$ cat src/lockclr_pkg.sv
// package for the lock-bit clearing host controller
// assumes an 8-bit command path to a parallel nor flash device
package lockclr_pkg;

  // flash command codes
  localparam logic [7:0] cmd_setup        = 8'h60;
  localparam logic [7:0] cmd_confirm      = 8'hd0;
  localparam logic [7:0] cmd_read_array   = 8'hff;
  localparam logic [7:0] cmd_read_flags   = 8'h70;
  localparam logic [7:0] cmd_clear_flags  = 8'h50;

  // flag register bit positions
  localparam int bit_ready   = 7;
  localparam int bit_clr_err = 5;
  localparam int bit_seq_err = 4;
  localparam int bit_volt    = 3;

  // own register offsets (word index on the plain port)
  localparam logic [3:0] reg_ctrl   = 4'h0;
  localparam logic [3:0] reg_status = 4'h1;
  localparam logic [3:0] reg_irq    = 4'h2;
  localparam logic [3:0] reg_mask   = 4'h3;
  localparam logic [3:0] reg_flags  = 4'h4;

  // event bit positions in irq status / mask
  localparam int ev_done  = 0;
  localparam int ev_volt  = 1;
  localparam int ev_seq   = 2;
  localparam int ev_clr   = 3;

  // bus cycle timing on the flash pins, in sys_clk cycles
  localparam real        clk_ns        = 40.0;
  localparam real        t_we_ns       = 70.0;   // least write strobe width
  localparam real        t_rd_ns       = 150.0;  // least read access
  localparam logic [3:0] we_cycles     = 4'(int'($ceil(t_we_ns / clk_ns)));
  localparam logic [3:0] rd_cycles     = 4'(int'($ceil(t_rd_ns / clk_ns)));

  // reset values
  localparam logic [3:0] mask_reset = 4'h0;

  typedef enum logic [3:0] {
    st_idle    = 4'b0000,
    st_setup   = 4'b0001,
    st_confirm = 4'b0010,
    st_poll    = 4'b0011,
    st_check   = 4'b0100,
    st_array   = 4'b0101,
    st_clrflag = 4'b0110,
    st_gap     = 4'b0111
  } seq_state_t;

  // flash pin bundle driven by the controller
  typedef struct packed {
    logic       ce_n;
    logic       oe_n;
    logic       we_n;
    logic [7:0] dq_out;
    logic       dq_oe_n;
  } flash_drive_t;

endpackage : lockclr_pkg

$ cat src/lockclr_host.sv
// host controller clearing all block lock-bits of a nor flash
// assumes one flash on an 8-bit data bus and software on a plain register port
`timescale 1ns/1ps
module lockclr_host
  import lockclr_pkg::*;
(
  input  wire logic       sys_clk,
  input  wire logic       rstn,
  input  wire logic [3:0] addr,
  input  wire logic [7:0] wdata,
  input  wire logic       wr,
  input  wire logic       rd,
  output logic      [7:0] rdata,
  output logic            irq,
  output logic            flash_ce_n,
  output logic            flash_oe_n,
  output logic            flash_we_n,
  output logic      [7:0] flash_dq_out,
  output logic            flash_dq_oe_n,
  input  wire logic [7:0] flash_dq_in,
  input  wire logic       flash_sts
);

  // flash data and indicator pins are synchronised before use
  logic [7:0]   dq_s1;
  logic [7:0]   dq_s2;
  logic         sts_s1;
  logic         sts_s2;
  seq_state_t   state;
  seq_state_t   next_state;
  seq_state_t   after_gap;
  logic [3:0]   cnt;
  logic         phase;
  logic [7:0]   flags;
  logic [3:0]   irq_stat;
  logic [3:0]   irq_mask;
  logic         busy;
  logic         want_clr;
  flash_drive_t drv;

  always_ff @(posedge sys_clk or negedge rstn) begin
    if (!rstn) begin
      dq_s1  <= 8'h00;
      dq_s2  <= 8'h00;
      sts_s1 <= 1'b1;
      sts_s2 <= 1'b1;
    end else begin
      dq_s1  <= flash_dq_in;
      dq_s2  <= dq_s1;
      sts_s1 <= flash_sts;
      sts_s2 <= sts_s1;
    end
  end

  // register port decode
  wire wr_ctrl  = wr && (addr == reg_ctrl);
  wire wr_irq   = wr && (addr == reg_irq);
  wire wr_mask  = wr && (addr == reg_mask);
  wire go       = wr_ctrl && wdata[0] && !busy;
  wire go_clr   = wr_ctrl && wdata[1] && !busy;   // clear-flags request
  wire cnt_done = (cnt == 4'h0);
  wire step     = cnt_done && phase;              // end of one pin cycle

  // live ready bit for polling; errors decoded from the captured byte, volt first
  wire f_ready = dq_s2[bit_ready];
  wire e_volt  = flags[bit_volt];
  wire e_seq   = !e_volt && flags[bit_seq_err] && flags[bit_clr_err];
  wire e_clr   = !e_volt && !flags[bit_seq_err] && flags[bit_clr_err];

  // sequencer next state
  always_comb begin
    next_state = state;
    unique case (state)
      st_idle:    if (go) next_state = st_setup;
                  else if (go_clr) next_state = st_clrflag;
      st_setup:   if (step) next_state = st_gap;
      st_confirm: if (step) next_state = st_poll;
      st_poll:    if (step && f_ready && sts_s2) next_state = st_check;
      st_check:   next_state = st_array;
      st_array:   if (step) next_state = st_idle;
      st_clrflag: if (step) next_state = st_idle;
      st_gap:     if (cnt_done) next_state = after_gap;
      default:    next_state = st_idle;
    endcase
  end

  // pin cycle timing: phase 0 write strobe active, phase 1 recovery; the read strobe stays active through both phases
  always_ff @(posedge sys_clk or negedge rstn) begin
    if (!rstn) begin
      state     <= st_idle;
      after_gap <= st_idle;
      cnt       <= 4'h0;
      phase     <= 1'b0;
    end else begin
      state <= next_state;
      if (next_state != state) begin
        phase <= 1'b0;
        cnt   <= (next_state == st_poll) ? rd_cycles : we_cycles;
        if (state == st_setup) after_gap <= st_confirm;
      end else if (cnt_done) begin
        phase <= ~phase;
        cnt   <= (state == st_poll) ? rd_cycles : we_cycles;
      end else begin
        cnt <= cnt - 4'h1;
      end
    end
  end

  // pin drive: writes for command states, reads while polling
  wire in_write = (state == st_setup) || (state == st_confirm) || (state == st_array) || (state == st_clrflag);
  wire in_read  = (state == st_poll);
  always_comb begin
    drv.ce_n    = !(in_write || in_read);
    drv.we_n    = !(in_write && !phase);
    drv.oe_n    = !in_read;
    drv.dq_oe_n = !in_write;
    unique case (state)
      st_setup:   drv.dq_out = cmd_setup;
      st_confirm: drv.dq_out = cmd_confirm;
      st_array:   drv.dq_out = cmd_read_array;
      st_clrflag: drv.dq_out = cmd_clear_flags;
      default:    drv.dq_out = 8'h00;
    endcase
  end

  always_ff @(posedge sys_clk or negedge rstn) begin
    if (!rstn) begin
      flash_ce_n    <= 1'b1;
      flash_oe_n    <= 1'b1;
      flash_we_n    <= 1'b1;
      flash_dq_out  <= 8'h00;
      flash_dq_oe_n <= 1'b1;
    end else begin
      flash_ce_n    <= drv.ce_n;
      flash_oe_n    <= drv.oe_n;
      flash_we_n    <= drv.we_n;
      flash_dq_out  <= drv.dq_out;
      flash_dq_oe_n <= drv.dq_oe_n;
    end
  end

  // captured flags and busy
  always_ff @(posedge sys_clk or negedge rstn) begin
    if (!rstn) begin
      flags    <= 8'h00;
      busy     <= 1'b0;
      want_clr <= 1'b0;
    end else begin
      busy <= (next_state != st_idle);
      if (state == st_poll && step) flags <= dq_s2;
      if (state == st_check) want_clr <= e_volt || e_seq || e_clr;
      else if (state == st_clrflag && step) want_clr <= 1'b0;
    end
  end

  // sticky events, set wins over write-one-clear
  wire [3:0] ev;
  assign ev[ev_done] = (state == st_array) && step;
  assign ev[ev_volt] = (state == st_check) && e_volt;
  assign ev[ev_seq]  = (state == st_check) && e_seq;
  assign ev[ev_clr]  = (state == st_check) && e_clr;

  always_ff @(posedge sys_clk or negedge rstn) begin
    if (!rstn) begin
      irq_stat <= 4'h0;
      irq_mask <= mask_reset;
      irq      <= 1'b0;
    end else begin
      irq_stat <= (irq_stat & ~(wr_irq ? wdata[3:0] : 4'h0)) | ev;
      if (wr_mask) irq_mask <= wdata[3:0];
      irq <= |(irq_stat & irq_mask);
    end
  end

  // read mux, data one cycle after the strobe
  wire [7:0] rd_mux =
    (addr == reg_status) ? {5'h00, want_clr, flags[bit_ready], busy} :
    (addr == reg_irq)    ? {4'h0, irq_stat} :
    (addr == reg_mask)   ? {4'h0, irq_mask} :
    (addr == reg_flags)  ? flags : 8'h00;

  always_ff @(posedge sys_clk or negedge rstn) begin
    if (!rstn) rdata <= 8'h00;
    else       rdata <= rd ? rd_mux : 8'h00;
  end

endmodule : lockclr_host

$ cat config.mk
export PLATFORM = sky130hd
export DESIGN_NAME = lockclr_host
export DESIGN_NICKNAME = d
export VERILOG_FILES = /design/src/lockclr_pkg.sv /design/src/lockclr_host.sv
export SDC_FILE = /design/constraint.sdc
export NUM_CORES = 1
export LEC_CHECK = 0
export BUFFER_PORTS_ARGS = -buffer_cell sky130_fd_sc_hd__buf_2
export CAP_MARGIN = 20
export CELL_PAD_IN_SITES_DETAIL_PLACEMENT = 0
export CELL_PAD_IN_SITES_GLOBAL_PLACEMENT = 2
export CORE_ASPECT_RATIO = 0.6
export CORE_MARGIN = 1.5
export CORE_UTILIZATION = 36
export CTS_CLUSTER_SIZE = 24
export DETAILED_ROUTE_END_ITERATION = 8
export PLACE_DENSITY_LB_ADDON = 0.2
export SLEW_MARGIN = 20
export SYNTH_ARGS = -nofsm -noshare
export SYNTH_HDL_FRONTEND = slang
export SYNTH_SLANG_ARGS = --single-unit
$ cat constraint.sdc
create_clock -name sys_clk -period 2.77 [get_ports sys_clk]
set_input_delay 0.1385 -clock sys_clk [delete_from_list [all_inputs] [get_ports sys_clk]]
set_output_delay 0.1385 -clock sys_clk [all_outputs]
set_load 0.02 [all_outputs]
==> reports/results.tsv, run 1 <==
metric	value	unit
slew_headroom	46.9	%
syn-mean-instance-area	12.3	um2
drt-vias-per-instance	5.04	
ctsHtreeMaxLevel	3	
rsz0062_at_grt	false	
leak_pwr	0.00153	uW
cts.clk_slew.worst_paths	0.06	ns
final_ws_setup	0.614	ns
dp_hpwl	3.62	mm
groute.layer.met3.usage	6.03	%
number_of_rows_in_the_core_area	23	
critPathArrivalTime	2.37	ns
max_clock_freq	464	MHz
timing_worst_slew_pin_value	0.796	ns
power_density	757	nW/um2
chipHeight	68.6	um
globalRoute.busiestLayer	met1	
yosysWarnings	0	
synth_cell_types	44	
clk_path_buf_depth	2	
globalRoute.totalOverflow	0	
vias	1801	
setup.worst_path.end	phase$_DFFE_PN0P_	
r2r_start	cnt[0]$_DFF_PN0_	
yosys.area.top_type_share	56.3	%
core_region_area	6790	um2
synthCells	210	
die_width	112	um
fp.dieArea	7700	um2
place_worst_setup_slack	0.605	ns
antennaDiodeCount	0	
finalCritPeriodShare	77.9	%
postSynth.topFlopCell	dfrtp_1	
yosys_register_bits	64	
postSynthNetCount	236	
met2_usage	18.6	%
syn-cell-area	2580	um2
hold_violations	28	
rr_endpoint	phase$_DFFE_PN0P_	
ff_latch_area	1610	um2
cts_root_buf	clkbuf_16	
final.min_clock_period	2.16	ns
wl_per_cell	15.1	um
cts_tree	built	
setup_tns	0	ns
drt-total-wl	5.38	mm
violations	negative hold slack	
antenna_violations_before_repair	0	
wire_length_of_the_first_global_routing_pass	8.78	mm
design.portCount	46	
status	finished, violations left	
vdd_ir_drop_max	0.301	mV
place.port_buffers	41	
drt_drc_violations_left	0	
synth_enable_flop_cells	0	
grt_pass1_vias	1674	
detail_route.first_pass.iterations	7	
synthArstFlopShare	100	%
layout-drive-gt1-share	33.0	%
layout-area-overhead-vs-synth	26.2	%
worst_clock_skew	0.00598	ns
setup.reg_to_reg.worst_slack	0.61	ns
hold_path_class	in2async	
hold_ws	-0.0159	ns
worst_skew_pair.late_latency	0.33	ns
timing.reg2reg.worst_path_depth	7	
floorplan.initialDensity	38.0	%
grt_max_degree	65	
cts_buffers	9	
setup_viol	0	
global_route.usage.met1	23.7	%
seq_area_frac_synth	62.4	%
synth_area_leader_cell	dfrtp_1	
filler_cell_count	642	
cts.repair.resized	0	
max_cap_viol_count	0	
timing.critical_path.from_type	flop	
final_net_count	291	
worst-setup-path-type	reg2reg	
detail_route.iter0.violations	162	
synth.area.top_cells	dfrtp_1 56%, dfstp_2 6.1%, mux2_2 5.7%	
route.antenna.remaining_nets	0	
area_of_combinational_cells_with_multiple_inputs	882	um2
timing.final.max_slew_violations	0	
worstPathRequired	2.98	ns
grt_use_total	15.3	%
power	2470	uW
place.gp.congestion	0.853	
cp-startpoint	cnt[0]$_DFF_PN0_	
maximum_fanout_along_the_worst_path	6	
cts.sink_count	64	
crit_path_end_kind	flop	
-- cells in the mapped netlist (all sizes together), types with 4 or more instances --
master / number
nor3: 4
dfstp: 6
a21oi: 6
nand2: 12
and3: 6
nor3b: 4
nand3: 4
nor2b: 5
buf: 9
a31oi: 4
a22oi: 5
nor2: 13
dfrtp: 58
o21ai: 12
inv: 9
a22o: 6
mux2: 13
-- kinds of logic (layout without fill, tap and decap cells) --
kind of cell | count (synthesis) | in the layout | synth area share, %
mux | 14 | 14 | 6.06
buf+inv | 18 | 78 | 3.44
flops | 64 | 64 | 62.4
fa+ha+maj | 1 | 1 | 0.485
compound gates | 48 | 48 | 13.1
other cells | 1 | 1 | 0.145
simple gates | 64 | 64 | 14.4
-- placed cells by master (no fill, tap or decap), types with 3 or more instances in the layout --
master,n
nand2_1,12
inv_6,3
nor2_1,13
dlygate4sd3_1,10
a31o_2,3
a21oi_1,6
buf_2,41
a22o_1,6
mux2_2,13
inv_1,9
and3_1,6
a22oi_1,5
o21ai_0,11
dfstp_2,6
nand3b_1,3
nor2b_1,5
clkbuf_16,9
nand3_1,4
a31oi_1,4
nor3b_1,3
dfrtp_1,58
nor3_1,4
-- timing repair --
action | 4_1_cts | 5_1_grt
endpoints found under the hold margin | 10 | 0
buffers inserted | 0 | 0
hold buffers | 10 | 0
-- flip-flops by register name, summed over array words and instances (netlist names), 4 cells and up --
signal and count:
state 4, flash_dq_out 5, dq_s2 8, irq_stat 4, rdata 8, dq_s1 8, flags 8, irq_mask 4
cnt 4
-- worst min path at each step --
stage | slack [ns] | from | endpoint | cells past startpoint
5_1_grt | 0.06 | wdata[2] | irq_mask[2]$_DFFE_PN0P_ | 2
3_3_place_gp | 0.25 | flash_sts | sts_s1$_DFF_PN1_ | 1
6_report | -0.02 | rstn | dq_s1[1]$_DFF_PN0_ | 2
3_5_place_dp | 0.25 | flash_sts | sts_s1$_DFF_PN1_ | 1
4_1_cts | 0.02 | rstn | flags[1]$_DFFE_PN0P_ | 2
2_1_floorplan | -0.16 | rstn | after_gap[1]$_DFFE_PN0P_ | 0
-- routing by layer --
metal	up-vias	part of all wire, %
met4	0	0.91
met2	48	38
met3	6	5.2
met5	-	0
li1	870	-
met1	877	56
-- cell type report --
| type | count | area share, % |
|---|---|---|
| timing repair buffer | 53 | 9.83 |
| clock buffer | 9 | 6.92 |
| sequential | 64 | 49.4 |
| tap | 87 | 3.34 |
| clock inverter | 7 | 2.38 |
| multi-input combinational | 128 | 27.1 |
| inverter | 9 | 1.04 |
-- power breakdown --
group | switching [uW] | total, uW | internal (uW)
clock network | 428 | 1130 | 705
logic | 139 | 265 | 127
registers | 61.0 | 1070 | 1010
total | 628 | 2470 | 1840
-- metrics by stage --
stage | instance area (um2) | utilization, % | cells
floorplan | 2580 | - | 210
global placement | 2850 | 42.0 | 331
detailed placement | 2850 | 42.0 | 331
CTS | 3260 | 48.0 | 357
global route | 3260 | 48.0 | 357
finish | 3260 | 48.0 | 357
-- critical path: stages, from the launching register on --
cell	delay, ns
dfrtp_1	0.38
inv_1	0.06
ha_1	0.25
nor4bb_2	0.61
a31oi_1	0.17
o22ai_1	0.23
nor3_1	0.09
nor4_1	0.27
No activity file was read; power rests on OpenSTA's default activity.
==> run 2: changes to the inputs <==
--- a/config.mk
+++ b/config.mk
@@ -5,13 +5,14 @@
 export SDC_FILE = /design/constraint.sdc
 export NUM_CORES = 1
 export LEC_CHECK = 0
+export ABC_AREA = 1
 export BUFFER_PORTS_ARGS = -buffer_cell sky130_fd_sc_hd__buf_2
 export CAP_MARGIN = 20
 export CELL_PAD_IN_SITES_DETAIL_PLACEMENT = 0
 export CELL_PAD_IN_SITES_GLOBAL_PLACEMENT = 2
 export CORE_ASPECT_RATIO = 0.6
 export CORE_MARGIN = 1.5
-export CORE_UTILIZATION = 36
+export CORE_UTILIZATION = 31
 export CTS_CLUSTER_SIZE = 24
 export DETAILED_ROUTE_END_ITERATION = 8
 export PLACE_DENSITY_LB_ADDON = 0.2
==> constraint.sdc (replaced) <==
create_clock -name sys_clk -period 1.9 [get_ports sys_clk]
set_input_delay 0.095 -clock sys_clk [delete_from_list [all_inputs] [get_ports sys_clk]]
set_output_delay 0.095 -clock sys_clk [all_outputs]
set_load 0.02 [all_outputs]
==> reports/results.tsv, run 2 <==
metric	value	unit	change
filler_cell_count	824		was 642
timing.critical_path.from_type	flop		unchanged
finalCritPeriodShare	92.5	%	was 77.9%
place.port_buffers	41		unchanged
drt_drc_violations_left	0		unchanged
most-common-layout-cells	58 x dfrtp_1, 55 x nand2_1, 41 x inv_1, 41 x buf_2, 32 x o21ai_0		was 58 x dfrtp_1, 41 x buf_2, 13 x nor2_1, 13 x mux2_2, 12 x nand2_1
place_worst_setup_slack	0.0164	ns	was 0.605 ns
worstPathRequired	2.12	ns	was 2.98 ns
globalRoute.totalOverflow	0		unchanged
yosysWarnings	0		unchanged
setup_viol	0		unchanged
cpPeakStageDelay	0.36	ns	was 0.61 ns
worstPathCellList	inv_1 -> ha_4 -> nand3_4 -> o21bai_4 -> nand2_1 -> nor2_2 -> nand3_1 -> nand2_4 -> nand2_4 -> nand2_2 -> nand2_2		was inv_1 -> ha_1 -> nor4bb_2 -> a31oi_1 -> o22ai_1 -> nor3_1 -> nor4_1
hold_path_class	in2reg		was in2async
power.clock.fraction	37.5	%	was 45.9%
grt_pass1_vias	1935		was 1674
vdd_ir_drop_max	0.464	mV	was 0.301 mV
area_of_combinational_cells_with_multiple_inputs	878	um2	was 882 um2
critPathArrivalTime	1.98	ns	was 2.37 ns
ff_latch_area	1610	um2	unchanged
number_of_rows_in_the_core_area	25		was 23
cts.sink_count	64		unchanged
layout-drive-gt1-share	28.6	%	was 33.0%
netSwitchingFraction	31.0	%	was 25.5%
status	finished, final reports clean		was finished, violations left
setup.reg_to_reg.worst_slack	0.14	ns	was 0.61 ns
antennaDiodeCount	0		unchanged
dp_hpwl	4.29	mm	was 3.62 mm
largest_family_of_logic_cells_by_synthesized_area	simple AND/OR/NAND/NOR gates		unchanged
internal-power	3170	uW	was 1840 uW
drt-vias-per-instance	4.20		was 5.04
wire_length_of_the_first_global_routing_pass	9.85	mm	was 8.78 mm
synth.area.mux_share	0	%	was 6.06%
crit_path_end_kind	flop		unchanged
drt-total-wl	5.98	mm	was 5.38 mm
detail_route.first_pass.iterations	4		was 7
timing.final.max_slew_violations	0		unchanged
fin_util	43.2	%	was 48.0%
power	4600	uW	was 2470 uW
cts_root_buf	clkbuf_16		unchanged
layout-area-overhead-vs-synth	31.4	%	was 26.2%
antenna_violations_before_repair	0		unchanged
critical_path.n_buffers_inverters	1		unchanged
slowest_stage	dfrtp_1		was nor4bb_2
synthArstFlopShare	100	%	unchanged
final_net_count	374		was 291
mostFrequentLayoutCell	dfrtp_1		unchanged
postCtsSetupRepairBufs	0		unchanged
fp.dieArea	9180	um2	was 7700 um2
yosys.area.top_type_share	54.4	%	was 56.3%
power_frac_seq	37.4	%	was 43.3%
max_clock_freq	569	MHz	was 464 MHz
worst-setup-path-type	reg2reg		unchanged
postSynth.topFlopCell	dfrtp_1		unchanged
power_density	1310	nW/um2	was 757 nW/um2
synth_simple_gate_area_share	21.5	%	was 14.4%
grt_max_degree	65		unchanged
maximum_fanout_along_the_worst_path	7		was 6
die_width	123	um	was 112 um
worst_skew_pair.late_latency	0.32	ns	was 0.33 ns
cts.clk_slew.worst_paths	0.05	ns	was 0.06 ns
power.switching	1430	uW	was 628 uW
synth_adder_area_share	0.469	%	was 0.485%
post_synth_xor_area_fraction	0.657	%	was 0%
grt_use_total	14.9	%	was 15.3%
max_cap_viol_count	0		unchanged
detail_route.iter0.violations	89		was 162
hold_ws	0.0490	ns	was -0.0159 ns
synth.area.top_cells	dfrtp_1 54%, nand2_1 7.7%, o21ai_0 6.0%		was dfrtp_1 56%, dfstp_2 6.1%, mux2_2 5.7%
synth_compound_gate_area_share	9.48	%	was 13.1%
clk_path_buf_depth	2		unchanged
cts_tree	built		unchanged
synth_cell_types	31		was 44
synth_enable_flop_cells	0		unchanged
syn-mean-instance-area	9.52	um2	was 12.3 um2
floorplan.initialDensity	32.9	%	was 38.0%
cts_buffers	9		unchanged
post-synth-top-count-cell	dfrtp_1		unchanged
synth_area_leader_cell	dfrtp_1		unchanged
hold_violations	0		was 28
worst_clock_skew	0.00624	ns	was 0.00598 ns
syn-cell-area	2670	um2	was 2580 um2
wl_per_cell	13.0	um	was 15.1 um
comb_power_share	25.1	%	was 10.8%
place.gp.congestion	0.819		was 0.853
final_ws_setup	0.142	ns	was 0.614 ns
core_region_area	8100	um2	was 6790 um2
yosys_register_bits	64		unchanged
cp_top_family	simple AND/OR/NAND/NOR gates		unchanged
vias	1934		was 1801
rsz0062_at_grt	false		unchanged
setup_tns	0	ns	unchanged
chipHeight	74.8	um	was 68.6 um
design.portCount	46		unchanged
route.antenna.remaining_nets	0		unchanged
postSynthNetCount	306		was 236
leak_pwr	0.00177	uW	was 0.00153 uW
final.min_clock_period	1.76	ns	was 2.16 ns
synthTopCellsByCount	58 x dfrtp_1, 55 x nand2_1, 41 x inv_1, 32 x o21ai_0, 19 x nor2_1		was 58 x dfrtp_1, 13 x mux2_2, 13 x nor2_1, 12 x nand2_1, 11 x o21ai_0
seq_area_frac_synth	60.3	%	was 62.4%
synthCells	280		was 210
ctsHtreeMaxLevel	3		unchanged
==> run 2: area by class of cell <==
class	count	area share, %
clock buffers	11	6.64
clock inverters	5	2.36
inverters	44	4.71
multi-input cells	167	25.1
flip-flops and latches	64	45.9
well taps	108	3.86
repair buffers	62	11.4
==> run 2: worst min-delay path, stage by stage <==
cell and delay, ns:
buf_2 0.10, inv_1 0.05, o21ai_0 0.08
==> run 2: routing by layer <==
metal | up-vias | wire length (um) | track usage, % | share of wire, %
met5 | - | 0 | 0 | 0
met4 | 0 | 53 | 5.04 | 0.89
met3 | 4 | 332 | 5.76 | 5.5
met2 | 51 | 2090 | 18.1 | 35
met1 | 862 | 3510 | 23.2 | 59
li1 | 1017 | - | - | -
==> run 2: stage by stage <==
step,cell area (um2),cells
final,3500,461
after global routing,3500,461
after CTS,3490,461
after detailed placement,3070,435
after global placement,3070,435
after floorplan,2670,280
==> run 2: path summary, 6_finish.rpt <==
| path | from | end | cells after the start |
|---|---|---|---|
| worst min-delay path | wdata[2] | irq_mask[2]$_DFFE_PN0P_ | 3 |
| max in group asynchronous | rstn | flash_oe_n$_DFF_PN1_ | 3 |
| worst max register to register | cnt[1]$_DFF_PN0_ | cnt[1]$_DFF_PN0_ | 11 |
| worst min register to register | dq_s1[5]$_DFF_PN0_ | dq_s2[5]$_DFF_PN0_ | 0 |
| min in group asynchronous | rstn | rdata[3]$_DFF_PN0_ | 3 |
| worst max-delay path | cnt[1]$_DFF_PN0_ | cnt[1]$_DFF_PN0_ | 11 |
==> run 2: repair_timing <==
item | CTS | global route
resized for setup | 0 | 3
hold endpoints to repair | 67 | 0
hold buffers | 10 | 0
endpoints found under the setup margin | 0 | 5
==> run 2: power by group through the flow <==
stage,sequential [uW],combinational [uW],clock [uW]
floorplan,1780,687,0
finish,1720,1150,1730
global placement,1740,1120,0
detailed placement,1740,1120,0
CTS,1720,1140,1790
global route,1750,1300,1850
==> run 2: cell families after synthesis <==
group,after synthesis
compound gates,45
fa+ha+maj,1
flops,64
xor+xnor,2
simple gates,118
buf+inv,49
other cells,1
